**src/logic/srg_defs.svh**
```systemverilog
// Constants for the SYSREF generator control block.
// Assumes register indices are word indices; byte address is index times four.
`ifndef SRG_DEFS_SVH
`define SRG_DEFS_SVH

// -------------------------------------------------
// Register indices
// -------------------------------------------------
`define SRG_IDX_MODE    7'h47
`define SRG_IDX_RATE    7'h48
`define SRG_IDX_TRIMA   7'h49
`define SRG_IDX_TRIMB   7'h4A
`define SRG_IDX_CHANNEL_DIVIDER_SELECT   7'h4B
`define SRG_IDX_STATUS  7'h60
`define SRG_IDX_PINCTL  7'h61

// -------------------------------------------------
// Reset values
// -------------------------------------------------
`define SRG_RST_MODE    16'h0080
`define SRG_RST_RATE    16'h0001
`define SRG_RST_TRIMA   16'h003F
`define SRG_RST_TRIMB   16'h0000
`define SRG_RST_CHANNEL_DIVIDER_SELECT   16'h0800
`define SRG_RST_PINCTL  16'h8000

// -------------------------------------------------
// Field positions
// -------------------------------------------------
`define SRG_F_PREDIV    7:5
`define SRG_B_BURST     4
`define SRG_B_EN        3
`define SRG_B_REPEAT    2
`define SRG_F_DIV       10:0
`define SRG_F_TRIM_HI   11:6
`define SRG_F_TRIM_LO   5:0
`define SRG_F_PCNT      15:12
`define SRG_F_CHANNEL_DIVIDER_SELECT     10:6
`define SRG_B_MASK      15
`define SRG_B_PSYNC     0

// -------------------------------------------------
// Decode constants
// -------------------------------------------------
`define SRG_PRE_DIV2    3'h2
`define SRG_PRE_DIV4    3'h4
`define SRG_BURST_MAX   5'h10

`endif

```
**src/logic/srg_pkg.sv**
```systemverilog
// Types shared by the SYSREF generator control block.
// Assumes Avalon-MM with a 9-bit byte address and 32-bit data.
package srg_pkg;

   // -------------------------------------------------
   // Bus request bundle
   // -------------------------------------------------
   typedef struct packed {
      logic        read;
      logic        write;
      logic [8:0]  address;
      logic [3:0]  byteenable;
      logic [31:0] writedata;
   } srg_avs_req_t;

   // -------------------------------------------------
   // Delay trim outputs
   // -------------------------------------------------
   typedef struct packed {
      logic [5:0] delay_trim_4;
      logic [5:0] delay_trim_3;
      logic [5:0] delay_trim_2;
      logic [5:0] delay_trim_1;
   } srg_trim_t;

   typedef enum logic [2:0] {
      srg_st_idle  = 3'h1,
      srg_st_run   = 3'h2,
      srg_st_burst = 3'h4
   } srg_state_t;

endpackage

```
**src/logic/srg_ctrl.sv**
```systemverilog
// SYSREF generator control: register bank and pulse sequencer.
// Assumes Avalon-MM master on sys_clk_in and an asynchronous request pin.
//
// How it works
// - Pre-divider code 2 divides by two, code 4 divides by four.
// - Burst mode in master mode: each request edge arriving while idle emits a pulse burst.
// - No SYSREF pulses unless generation enable is set.
// - Master mode without burst emits pulses continuously.
// - Repeater mode emits pulses only in answer to the request pin.
// - Output divider sets the pulse rate; it resets to one.
// - Four six-bit delay trims; first resets to 3F, others to zero.
// - Burst pulse count field sets pulses per request.
// - Request pin ignored while mask set and phase sync off.
//
// Design decision made here: the Avalon-MM register port.
`timescale 1ns/1ps
`default_nettype none
`include "srg_defs.svh"
module srg_ctrl (
   input  wire logic                  sys_clk_in,
   input  wire logic                  rst_n_in,
   input  wire srg_pkg::srg_avs_req_t avs_req_in,
   output logic [31:0]                avs_readdata_out,
   output logic                       avs_waitrequest_out,
   input  wire logic                  request_pin_in,
   output logic                       sysref_out,
   output srg_pkg::srg_trim_t         trim_out,
   output logic [4:0]                 channel_divider_select_out
);
   import srg_pkg::*;

   // -------------------------------------------------
   // Helpers
   // -------------------------------------------------
   function automatic logic [15:0] srg_merge(input logic [15:0] old_v,
                                             input logic [31:0] wd,
                                             input logic [3:0]  be);
      logic [15:0] r;
      r = old_v;
      if (be[0]) begin
         r[7:0] = wd[7:0];
      end
      if (be[1]) begin
         r[15:8] = wd[15:8];
      end
      return r;
   endfunction

   // Unlisted codes pass through as their own ratio, zero as one
   function automatic logic [2:0] srg_prediv_ratio(input logic [2:0] code);
      logic [2:0] r;
      r = code;
      if (code == `SRG_PRE_DIV2) begin
         r = 3'h2;
      end else if (code == `SRG_PRE_DIV4) begin
         r = 3'h4;
      end else if (code == 3'h0) begin
         r = 3'h1;
      end
      return r;
   endfunction

   // -------------------------------------------------
   // Register bank and bus slave
   // -------------------------------------------------
   logic [15:0] mode_ff, rate_ff, trima_ff, trimb_ff, channel_divider_select_ff, pinctl_ff;
   logic [15:0] nxt_mode, nxt_rate, nxt_trima, nxt_trimb, nxt_channel_divider_select, nxt_pinctl;
   logic        ack_ff, nxt_ack;
   logic [31:0] rdata_ff, nxt_rdata;
   logic        bus_req, bus_done;
   logic [6:0]  bus_idx;
   logic [15:0] rd_mux, status_w;

   srg_state_t  state_ff, nxt_state;
   logic [13:0] cnt_ff, nxt_cnt;
   logic [4:0]  remain_ff, nxt_remain;
   logic        pulse_ff, nxt_pulse;
   logic        req_level, req_rise;

   assign bus_req             = avs_req_in.read | avs_req_in.write;
   assign bus_idx             = avs_req_in.address[8:2];
   assign bus_done            = bus_req & ack_ff;
   // One wait state: data sampled on the edge that ends it
   assign avs_waitrequest_out = bus_req & ~ack_ff;
   assign status_w = {7'h00, req_level, remain_ff, state_ff};

   always_comb begin
      case (bus_idx)
         `SRG_IDX_MODE:   rd_mux = mode_ff;
         `SRG_IDX_RATE:   rd_mux = rate_ff;
         `SRG_IDX_TRIMA:  rd_mux = trima_ff;
         `SRG_IDX_TRIMB:  rd_mux = trimb_ff;
         `SRG_IDX_CHANNEL_DIVIDER_SELECT:  rd_mux = channel_divider_select_ff;
         `SRG_IDX_STATUS: rd_mux = status_w;
         `SRG_IDX_PINCTL: rd_mux = pinctl_ff;
         default:         rd_mux = 16'h0000;
      endcase
   end

   always_comb begin
      nxt_ack    = bus_req & ~ack_ff;
      nxt_rdata  = rdata_ff;
      nxt_mode   = mode_ff;
      nxt_rate   = rate_ff;
      nxt_trima  = trima_ff;
      nxt_trimb  = trimb_ff;
      nxt_channel_divider_select  = channel_divider_select_ff;
      nxt_pinctl = pinctl_ff;
      if (avs_req_in.read && !ack_ff) begin
         nxt_rdata = {16'h0000, rd_mux};
      end
      // Reserved bits are stored as written; software keeps them zero
      if (bus_done && avs_req_in.write) begin
         case (bus_idx)
            `SRG_IDX_MODE:   nxt_mode   = srg_merge(mode_ff, avs_req_in.writedata, avs_req_in.byteenable);
            `SRG_IDX_RATE:   nxt_rate   = srg_merge(rate_ff, avs_req_in.writedata, avs_req_in.byteenable);
            `SRG_IDX_TRIMA:  nxt_trima  = srg_merge(trima_ff, avs_req_in.writedata, avs_req_in.byteenable);
            `SRG_IDX_TRIMB:  nxt_trimb  = srg_merge(trimb_ff, avs_req_in.writedata, avs_req_in.byteenable);
            `SRG_IDX_CHANNEL_DIVIDER_SELECT:  nxt_channel_divider_select  = srg_merge(channel_divider_select_ff, avs_req_in.writedata, avs_req_in.byteenable);
            `SRG_IDX_PINCTL: nxt_pinctl = srg_merge(pinctl_ff, avs_req_in.writedata, avs_req_in.byteenable);
            default:         nxt_ack    = 1'b0;
         endcase
      end
   end

   always_ff @(posedge sys_clk_in or negedge rst_n_in) begin
      if (!rst_n_in) begin
         ack_ff    <= 1'b0;
         rdata_ff  <= 32'h0000_0000;
         mode_ff   <= `SRG_RST_MODE;
         rate_ff   <= `SRG_RST_RATE;
         trima_ff  <= `SRG_RST_TRIMA;
         trimb_ff  <= `SRG_RST_TRIMB;
         channel_divider_select_ff  <= `SRG_RST_CHANNEL_DIVIDER_SELECT;
         pinctl_ff <= `SRG_RST_PINCTL;
      end else begin
         ack_ff    <= nxt_ack;
         rdata_ff  <= nxt_rdata;
         mode_ff   <= nxt_mode;
         rate_ff   <= nxt_rate;
         trima_ff  <= nxt_trima;
         trimb_ff  <= nxt_trimb;
         channel_divider_select_ff  <= nxt_channel_divider_select;
         pinctl_ff <= nxt_pinctl;
      end
   end

   assign avs_readdata_out           = rdata_ff;
   assign channel_divider_select_out = channel_divider_select_ff[`SRG_F_CHANNEL_DIVIDER_SELECT];
   assign trim_out.delay_trim_1      = trima_ff[`SRG_F_TRIM_LO];
   assign trim_out.delay_trim_2      = trima_ff[`SRG_F_TRIM_HI];
   assign trim_out.delay_trim_3      = trimb_ff[`SRG_F_TRIM_LO];
   assign trim_out.delay_trim_4      = trimb_ff[`SRG_F_TRIM_HI];

   // -------------------------------------------------
   // Request pin
   // -------------------------------------------------
   srg_req_sync u_req_sync (
      .sys_clk_in (sys_clk_in),
      .rst_n_in   (rst_n_in),
      .pin_in     (request_pin_in),
      .level_out  (req_level),
      .rise_out   (req_rise)
   );

   // -------------------------------------------------
   // Pulse sequencer
   // -------------------------------------------------
   logic        gen_en, repeat_sel, burst_sel, pin_masked, req_take, tick;
   logic [2:0]  pre_ratio;
   logic [10:0] div_w;
   logic [13:0] period_w;
   logic [4:0]  burst_len;

   assign gen_en     = mode_ff[`SRG_B_EN];
   assign repeat_sel = mode_ff[`SRG_B_REPEAT];
   assign burst_sel  = mode_ff[`SRG_B_BURST];
   assign pin_masked = pinctl_ff[`SRG_B_MASK] & ~pinctl_ff[`SRG_B_PSYNC];
   assign pre_ratio  = srg_prediv_ratio(mode_ff[`SRG_F_PREDIV]);
   // A zero divider would stall the counter, so it acts as one
   assign div_w      = (rate_ff[`SRG_F_DIV] == 11'h000) ? 11'h001 : rate_ff[`SRG_F_DIV];
   assign period_w   = 14'(pre_ratio) * 14'(div_w);
   // Count of zero gives the longest burst rather than none
   assign burst_len  = (trimb_ff[`SRG_F_PCNT] == 4'h0) ? `SRG_BURST_MAX : {1'b0, trimb_ff[`SRG_F_PCNT]};
   assign req_take   = req_rise & ~pin_masked & gen_en & (repeat_sel | burst_sel);
   // Greater-or-equal guards against the period shrinking mid-count
   assign tick       = (cnt_ff + 14'h0001) >= period_w;

   always_comb begin
      nxt_state  = state_ff;
      nxt_remain = remain_ff;
      nxt_pulse  = 1'b0;
      nxt_cnt    = tick ? 14'h0000 : cnt_ff + 14'h0001;
      case (state_ff)
         srg_st_idle: begin
            nxt_cnt = 14'h0000;
            if (gen_en && !repeat_sel && !burst_sel) begin
               nxt_state = srg_st_run;
            end else if (req_take) begin
               nxt_state  = srg_st_burst;
               nxt_remain = repeat_sel ? 5'h01 : burst_len;
            end
         end
         srg_st_run: begin
            if (!gen_en || repeat_sel || burst_sel) begin
               nxt_state = srg_st_idle;
            end else if (tick) begin
               nxt_pulse = 1'b1;
            end
         end
         srg_st_burst: begin
            if (!gen_en) begin
               nxt_state  = srg_st_idle;
               nxt_remain = 5'h00;
            end else if (!repeat_sel && !burst_sel) begin
               // Switch to master mode mid-burst: go straight to continuous output
               nxt_state  = srg_st_run;
               nxt_remain = 5'h00;
            end else if (tick) begin
               nxt_pulse  = 1'b1;
               nxt_remain = remain_ff - 5'h01;
               if (remain_ff == 5'h01) begin
                  nxt_state = srg_st_idle;
               end
            end
         end
         default: begin
            nxt_state  = srg_st_idle;
            nxt_remain = 5'h00;
         end
      endcase
   end

   always_ff @(posedge sys_clk_in or negedge rst_n_in) begin
      if (!rst_n_in) begin
         state_ff  <= srg_st_idle;
         cnt_ff    <= 14'h0000;
         remain_ff <= 5'h00;
         pulse_ff  <= 1'b0;
      end else begin
         state_ff  <= nxt_state;
         cnt_ff    <= nxt_cnt;
         remain_ff <= nxt_remain;
         pulse_ff  <= nxt_pulse;
      end
   end

   assign sysref_out = pulse_ff;
endmodule
`default_nettype wire

```
**src/logic/srg_req_sync.sv**
```systemverilog
// Request pin synchroniser with rising edge detect.
// Assumes the pin is asynchronous to sys_clk_in.
`timescale 1ns/1ps
`default_nettype none
module srg_req_sync (
   input  wire logic sys_clk_in,
   input  wire logic rst_n_in,
   input  wire logic pin_in,
   output logic      level_out,
   output logic      rise_out
);
   logic s1_ff, s2_ff, s3_ff, lvl_ff, rise_ff;
   logic nxt_lvl, nxt_rise;

   // Level changes only once stages two and three agree
   always_comb begin
      nxt_lvl  = (s2_ff == s3_ff) ? s3_ff : lvl_ff;
      nxt_rise = nxt_lvl & ~lvl_ff;
   end

   always_ff @(posedge sys_clk_in or negedge rst_n_in) begin
      if (!rst_n_in) begin
         s1_ff   <= 1'b0;
         s2_ff   <= 1'b0;
         s3_ff   <= 1'b0;
         lvl_ff  <= 1'b0;
         rise_ff <= 1'b0;
      end else begin
         s1_ff   <= pin_in;
         s2_ff   <= s1_ff;
         s3_ff   <= s2_ff;
         lvl_ff  <= nxt_lvl;
         rise_ff <= nxt_rise;
      end
   end

   assign level_out = lvl_ff;
   assign rise_out  = rise_ff;
endmodule
`default_nettype wire

```
**config.mk**
```make
export PLATFORM = sky130hd
export DESIGN_NAME = srg_ctrl
export DESIGN_NICKNAME = d
export VERILOG_FILES = /design/src/logic/srg_pkg.sv /design/src/logic/srg_ctrl.sv /design/src/logic/srg_req_sync.sv
export VERILOG_INCLUDE_DIRS = /design/src /design/src/logic
export SDC_FILE = /design/constraint.sdc
export NUM_CORES = 1
export LEC_CHECK = 0
export BUFFER_PORTS_ARGS = -buffer_cell sky130_fd_sc_hd__buf_2
export CAP_MARGIN = 5
export CELL_PAD_IN_SITES_DETAIL_PLACEMENT = 0
export CELL_PAD_IN_SITES_GLOBAL_PLACEMENT = 1
export CORE_ASPECT_RATIO = 1.5
export CORE_MARGIN = 3
export CORE_UTILIZATION = 42
export CTS_CLUSTER_DIAMETER = 100
export CTS_CLUSTER_SIZE = 12
export DETAILED_ROUTE_END_ITERATION = 6
export MAX_ROUTING_LAYER = met4
export PLACE_DENSITY = 0.76
export REMOVE_ABC_BUFFERS = 1
export SYNTH_ARGS = -nofsm -noshare
export SYNTH_HDL_FRONTEND = slang
export SYNTH_HIERARCHICAL = 1
export SYNTH_SLANG_ARGS = --single-unit
```
**constraint.sdc**
```tcl
create_clock -name sys_clk_in -period 4.84 [get_ports sys_clk_in]
set_input_delay 0 -clock sys_clk_in [delete_from_list [all_inputs] [get_ports sys_clk_in]]
set_output_delay 0 -clock sys_clk_in [all_outputs]
set_load 0.02 [all_outputs]
```
Word-level counts from Yosys, hierarchy flattened
Index checks and enable logic that the tools add are counted.
{ "totals": {"word_cells": 121, "regBits": 141} }
{ "op_classes": {"muxes": 31, "add_sub_neg": 2, "order_cmp": 1, "n_reduce_logical": 29, "n_eq_ne": 20, "multipliers": 1, "bitwise": 14} }
{ "op_table": {"columns": ["cell", "n"], "rows": [
  ["$pmux 16 s7", 1],
  ["$eq 7x7->1 const B", 7],
  ["$reduce_and 3->1", 12],
  ["$mux 5", 7],
  ["$mux 3", 10],
  ["$mux 14", 2],
  ["$pmux 5 s3", 1],
  ["$add 14x1->14 const B", 1],
  ["$ge 14x14->1", 1],
  ["$mul 3x11->14", 1],
  ["$logic_not 11->1", 1],
  ["$mux 11", 1],
  ["$pmux 3 s3", 1],
  ["$ne 4x4->1 const B", 2],
  ["$reduce_and 4->1", 2],
  ["$and 1x1->1", 7],
  ["$mux 1", 7],
  ["$eq 3x2->1 const B", 2],
  ["$eq 3x3->1 const B", 2],
  ["$ne 2x2->1 const B", 3],
  ["$reduce_or 6->1", 1],
  ["$eq 5x1->1 const B", 1],
  ["$logic_and 1x1->1", 5],
  ["$not 1->1", 5],
  ["10 further kinds", 15]
]} }

Depth between registers and ports, before layout
{ "depth": {"depth_word": 10, "depth_mapped": 22} }

Modules after synthesis
The synthesis kept the hierarchy.
{ "modules_own_cells": {"columns": ["mod", "area_each_um2", "cells_each", "seq_area_each_um2", "instances"], "rows": [
  ["srg_ctrl", 7995.2, 703, 3417.0, 1],
  ["srg_req_sync", 146.4, 7, 125.1, 1]
]} }

Worst setup path after synthesis
OpenSTA, ideal clock, no wires.
{ "synth_timing": {"kind": "register to register", "startpoint": "register mode_ff[7]", "endpoint": "register remain_ff[0]", "path_slack_ps": 171, "setup_time_ps": 125, "arrival_ps": 4545, "stages_incl_launch_ff": 19, "required_ps": 4715, "path_cell_list": "dfstp_2 o21bai_1 clkbuf_1 and2_1 fa_1 ha_1 a21o_1 a21oi_1 o21ai_0 a31o_2 a2111o_1 o311ai_0 ha_1 a211oi_1 o21ai_0 o22ai_1 o21ai_0 o21ai_1 mux2_2"} }
{ "synth_via": {"elab_chain_cells": 8} }
{ "synth_lines": {"columns": ["element", "line_no", "source"], "rows": [
  ["from (decl)", "srg_ctrl.sv:66", "logic [15:0] mode_ff, rate_ff, trima_ff, trimb_ff, channel_divider_select_ff, pinctl_ff;"],
  ["from (signal assigned)", "srg_ctrl.sv:130", "mode_ff <= `SRG_RST_MODE;"],
  ["from (signal assigned)", "srg_ctrl.sv:139", "mode_ff <= nxt_mode;"],
  ["$logic_not 3->1", "srg_ctrl.sv:57", "end else if (code == 3'h0) begin"],
  ["$mux 3", "srg_ctrl.sv:57", null],
  ["$mux 3", "srg_ctrl.sv:55", "end else if (code == `SRG_PRE_DIV4) begin"],
  ["$mux 3 (*)", "srg_ctrl.sv:53", "if (code == `SRG_PRE_DIV2) begin"],
  ["$mul 3x11->14 (*)", "srg_ctrl.sv:182", "assign period_w = 14'(pre_ratio) * 14'(div_w);"],
  ["$ge 14x14->1 (*)", "srg_ctrl.sv:187", "assign tick = (cnt_ff + 14'h0001) >= period_w;"],
  ["$ne 4x4->1 (no line) (*)", null, null],
  ["$reduce_and 4->1 (no line) (*)", null, null],
  ["to (signal assigned)", "srg_ctrl.sv:243", "remain_ff <= nxt_remain;"],
  ["to (decl)", "srg_ctrl.sv:76", "logic [4:0] remain_ff, nxt_remain;"]
]} }
Mark *: on every way between the ends. The rest lies on a longest branch, timed or not.
A chain may end at the register's enable or synchronous reset.

Worst setup path after layout
{ "layout_timing": {"startpoint": "register rate_ff[7]", "endpoint": "register remain_ff[0]"} }
{ "layout_via": {"elab_chain_cells": 6} }
{ "layout_lines": {"columns": ["element", "line_no", "source"], "rows": [
  ["from (decl)", "srg_ctrl.sv:66", null],
  ["from (signal assigned)", "srg_ctrl.sv:131", "rate_ff <= `SRG_RST_RATE;"],
  ["from (signal assigned)", "srg_ctrl.sv:140", "rate_ff <= nxt_rate;"],
  ["$logic_not 11->1", "srg_ctrl.sv:181", "assign div_w = (rate_ff[`SRG_F_DIV] == 11'h000) ? 11'h001 : rate_ff[`SRG_F_DIV];"],
  ["$mux 11 (*)", "srg_ctrl.sv:181", null],
  ["$mul 3x11->14 (*)", "srg_ctrl.sv:182", null],
  ["$ge 14x14->1 (*)", "srg_ctrl.sv:187", null],
  ["$ne 4x4->1 (no line) (*)", null, null],
  ["$reduce_and 4->1 (no line) (*)", null, null]
]} }
Marks and branches as above.

==> results.json <==
{
  "place_congestion": 0.8075,
  "criticalPathCategory": "reg2reg",
  "grt_max_degree": 84,
  "final_nets": 887,
  "slew_violations": 0,
  "worst_slew_pin_slew_ns": 0.9269,
  "syn2layout_area_growth_pct": 16.67,
  "crit_slowest_cell": "fa_1",
  "synth_edf_count": 0,
  "numCtsBuffers": 17,
  "r2r_start": "rate_ff[7]",
  "ys_ff_latch": 141,
  "cp-end-kind": "flip-flop",
  "clkSinkCount": 141,
  "root_buffer": "clkbuf_16",
  "synthArstFlopShare": 1.000,
  "die_w_um": 119.7,
  "drive_gt1_frac": 0.3617,
  "clock_path_buffers": 2,
  "fillers": 1681,
  "overflow": 0,
  "clk-insertion-delay-late_ns": 0.44,
  "cellLeakagePower_nw": 4.674,
  "start_kind": "flip-flop",
  "tritoncts": "done",
  "io_buffers": 76,
  "crit_buf_inv": 1,
  "yosys_most_used_dff": "dfrtp_1",
  "diodes": 0,
  "post-place-cells": 1008,
  "crit_arrival_ns": 4.96,
  "crit_chain": "nor4_2 -> a31oi_1 -> nand2b_1 -> fa_1 -> inv_1 -> ha_1 -> a21o_1 -> a21oi_2 -> o21ai_0 -> a31o_2 -> a2111o_1 -> o311ai_0 -> ha_1 -> a211oi_1 -> o21ai_0 -> o22ai_2 -> o21ai_2 -> o21ai_2 -> mux2_2",
  "clkTransAtPathRegs_ns": 0.07,
  "setup_viol": 0,
  "skew_ns": 0.01221,
  "maxCapViolCount": 0,
  "drt_pass1_iterations": 5,
  "dp_hpwl_um": 14980,
  "wl_um": 20700,
  "ys_types": 67,
  "dieArea_sq_um": 21130,
  "fmax_mhz": 215.3,
  "rows": 61,
  "syn_inst": 710,
  "initial_core_util": 0.4336,
  "ys_seq_area_frac": 0.4351,
  "rrSetupSlack_ns": 0.19,
  "wl_per_cell_um": 19.49,
  "track_usage": 0.2070,
  "vias": 5810,
  "p_per_area_nw_per_um2": 297.5,
  "ys_warn_count": 6,
  "cts_max_level": 4,
  "finalHoldViolations": 0,
  "cp.required_ns": 5.16,
  "synth.avg_cell_area_sq_um": 11.47,
  "core_area_sq_um": 18780,
  "worst-r2r-cell-count": 19,
  "crit_cells": 19,
  "grt_pass1_wl_um": 32800,
  "finalCriticalPeriod_ns": 4.645,
  "synth_area_sq_um": 8142,
  "dpl-instance-area_sq_um": 8610,
  "cp_max_fo": 3,
  "relSlewSlack": 0.3769,
  "fp.dieH_um": 176.5,
  "drcViolationCount": 0,
  "grt_pass1_vias": 6135,
  "viasPerCell": 5.471,
  "path_delay_family": "compound AO/OA/AOI/OAI gates",
  "antenna_left": 0,
  "period_share": 0.9597,
  "fin_cells": 1062,
  "hold_class": "in2async",
  "hold-worst-slack_ns": 0.2134,
  "antenna_found_initial": 0,
  "ir_drop_uv": 249.7,
  "dr.first_iter.drc_count": 280,
  "worst_path_largest_cell_delay_ns": 0.53,
  "ioPinCount": 113,
  "design_area_sq_um": 9499,
  "reg2reg_to": "remain_ff[0]",
  "status": "complete, no violations"
}
## through the flow
stage                 util  total power (W)  setup slack [ns]   TNS, ns
global placement    0.4586         0.001521           0.04329         0
floorplan                -         0.001399            0.1102         0
finish              0.5059         0.002826            0.1948         0
global route        0.5059         0.002928          -0.01197  -0.01197
detailed placement  0.4586         0.001531           -0.2296    -3.594
CTS                 0.5021         0.002842           0.03727         0
## how the worst max path moves through the flow
stage                          start            to  slack (ns)
after floorplan           mode_ff[6]  remain_ff[0]        0.11
after CTS                 rate_ff[7]  remain_ff[0]        0.04
after global placement    rate_ff[7]  remain_ff[0]        0.04
after detailed placement  rate_ff[7]  remain_ff[0]       -0.23
final                     rate_ff[7]  remain_ff[0]        0.19
after global routing      rate_ff[7]  remain_ff[0]       -0.01
## routing by layer
layer	track usage	routed length, um	vias to the layer above
met5	-	0	-
met1	0.2359	8253	2946
met4	0.08505	760	0
li1	-	-	2662
met3	0.04199	850	41
met2	0.3559	10830	161
## worst reg2reg max path: cells and delay by family, from the launching register on
kind,cells,cell delay (ns)
mux,1,0.35
buf+inv,1,0.04
flops,1,0.39
simple gates,2,0.50
fa+ha+maj,3,1.06
compound gates,12,2.21
## where the power goes
part           switching, W  leakage (nW)  internal (W)  total (W)
combinational      0.000164          2.47      0.000109   0.000273
sequential        0.0000415          1.91       0.00122    0.00126
clock              0.000601         0.291      0.000693    0.00129
total              0.000808          4.67       0.00202    0.00283
## cells in the final DEF, fill, tap and decap left out, types with 6 or more instances in the layout
master,Yosys,final
a22oi_1,7,7
nor3_4,7,7
dfstp_2,11,11
nor2b_1,20,20
nor3_1,8,8
fa_1,10,10
nor2_1,29,29
nand2_1,59,59
buf_2,10,75
conb_1,1,16
dlygate4sd3_1,0,20
a22o_1,9,9
o21ai_0,27,22
clkbuf_16,0,17
mux2_4,16,16
dfrtp_1,130,130
xor2_1,9,9
a21oi_1,23,20
ha_1,30,29
xnor2_1,10,10
mux2_2,84,84
mux4_2,9,9
o21ai_2,0,6
inv_1,25,25
nand2b_1,12,12
nand3_1,15,15
a221oi_1,7,7
mux2i_1,7,7
buf_4,46,27
and2_1,10,10
## cells in the mapped netlist, types with 9 or more instances
cell | number | area share
mux4_2 | 9 | 0.025
o21ai_0 | 27 | 0.017
ha_1 | 30 | 0.046
a21oi_1 | 23 | 0.014
and2_1 | 10 | 0.0077
xnor2_1 | 10 | 0.011
nand2b_1 | 12 | 0.0092
dfstp_2 | 11 | 0.036
mux2_4 | 16 | 0.030
buf_2 | 10 | 0.0061
nor2_1 | 29 | 0.013
fa_1 | 10 | 0.025
buf_4 | 46 | 0.042
nor2b_1 | 20 | 0.015
mux2_2 | 84 | 0.12
inv_1 | 25 | 0.012
a22o_1 | 9 | 0.0097
nand2_1 | 59 | 0.027
xor2_1 | 9 | 0.0097
nand3_1 | 15 | 0.0092
dfrtp_1 | 130 | 0.40
## sequential cells by signal (all words and copies together) (netlist names), 3 cells and up
register	cells
rate_ff	16
trima_ff	16
trimb_ff	16
channel_divider_select_ff	16
cnt_ff	14
mode_ff	16
avs_readdata_out	16
remain_ff	5
pinctl_ff	16
state_ff	3
## cells by family (layout without fill, tap and decap cells)
group	Yosys count	in the layout	synth area share
AO/OA/AOI/OAI	115	115	0.09652
buffers and inverters	95	180	0.07023
flip-flops	141	141	0.4351
XOR/XNOR	19	19	0.02044
multiplexers	116	116	0.1792
AND/OR/NAND/NOR	182	182	0.1260
other	1	16	0.0004606
adder cells (fa/ha/maj)	41	41	0.07208
## layout make-up
| cell class | instances | area (sq um) | share of cell area |
|---|---|---|---|
| clock buffers | 17 | 425.4 | 0.04478 |
| clock inverters | 15 | 171.4 | 0.01805 |
| inverters | 25 | 93.84 | 0.009879 |
| multi-input cells | 489 | 4161 | 0.4381 |
| flip-flops and latches | 141 | 3542 | 0.3729 |
| well taps | 252 | 315.3 | 0.03319 |
| repair buffers | 123 | 789.5 | 0.08311 |
## repair_timing
item / 4_1_cts / 5_1_grt
buffers inserted: 0 / 1
pin swaps: 0 / 5
hold buffers: 20 / 0
endpoints found under the setup margin: 21 / 21
hold endpoints to repair: 173 / 0
gates cloned: 0 / 1
resized for setup: 5 / 21
Note: power is estimated with default switching activity, not from simulation.
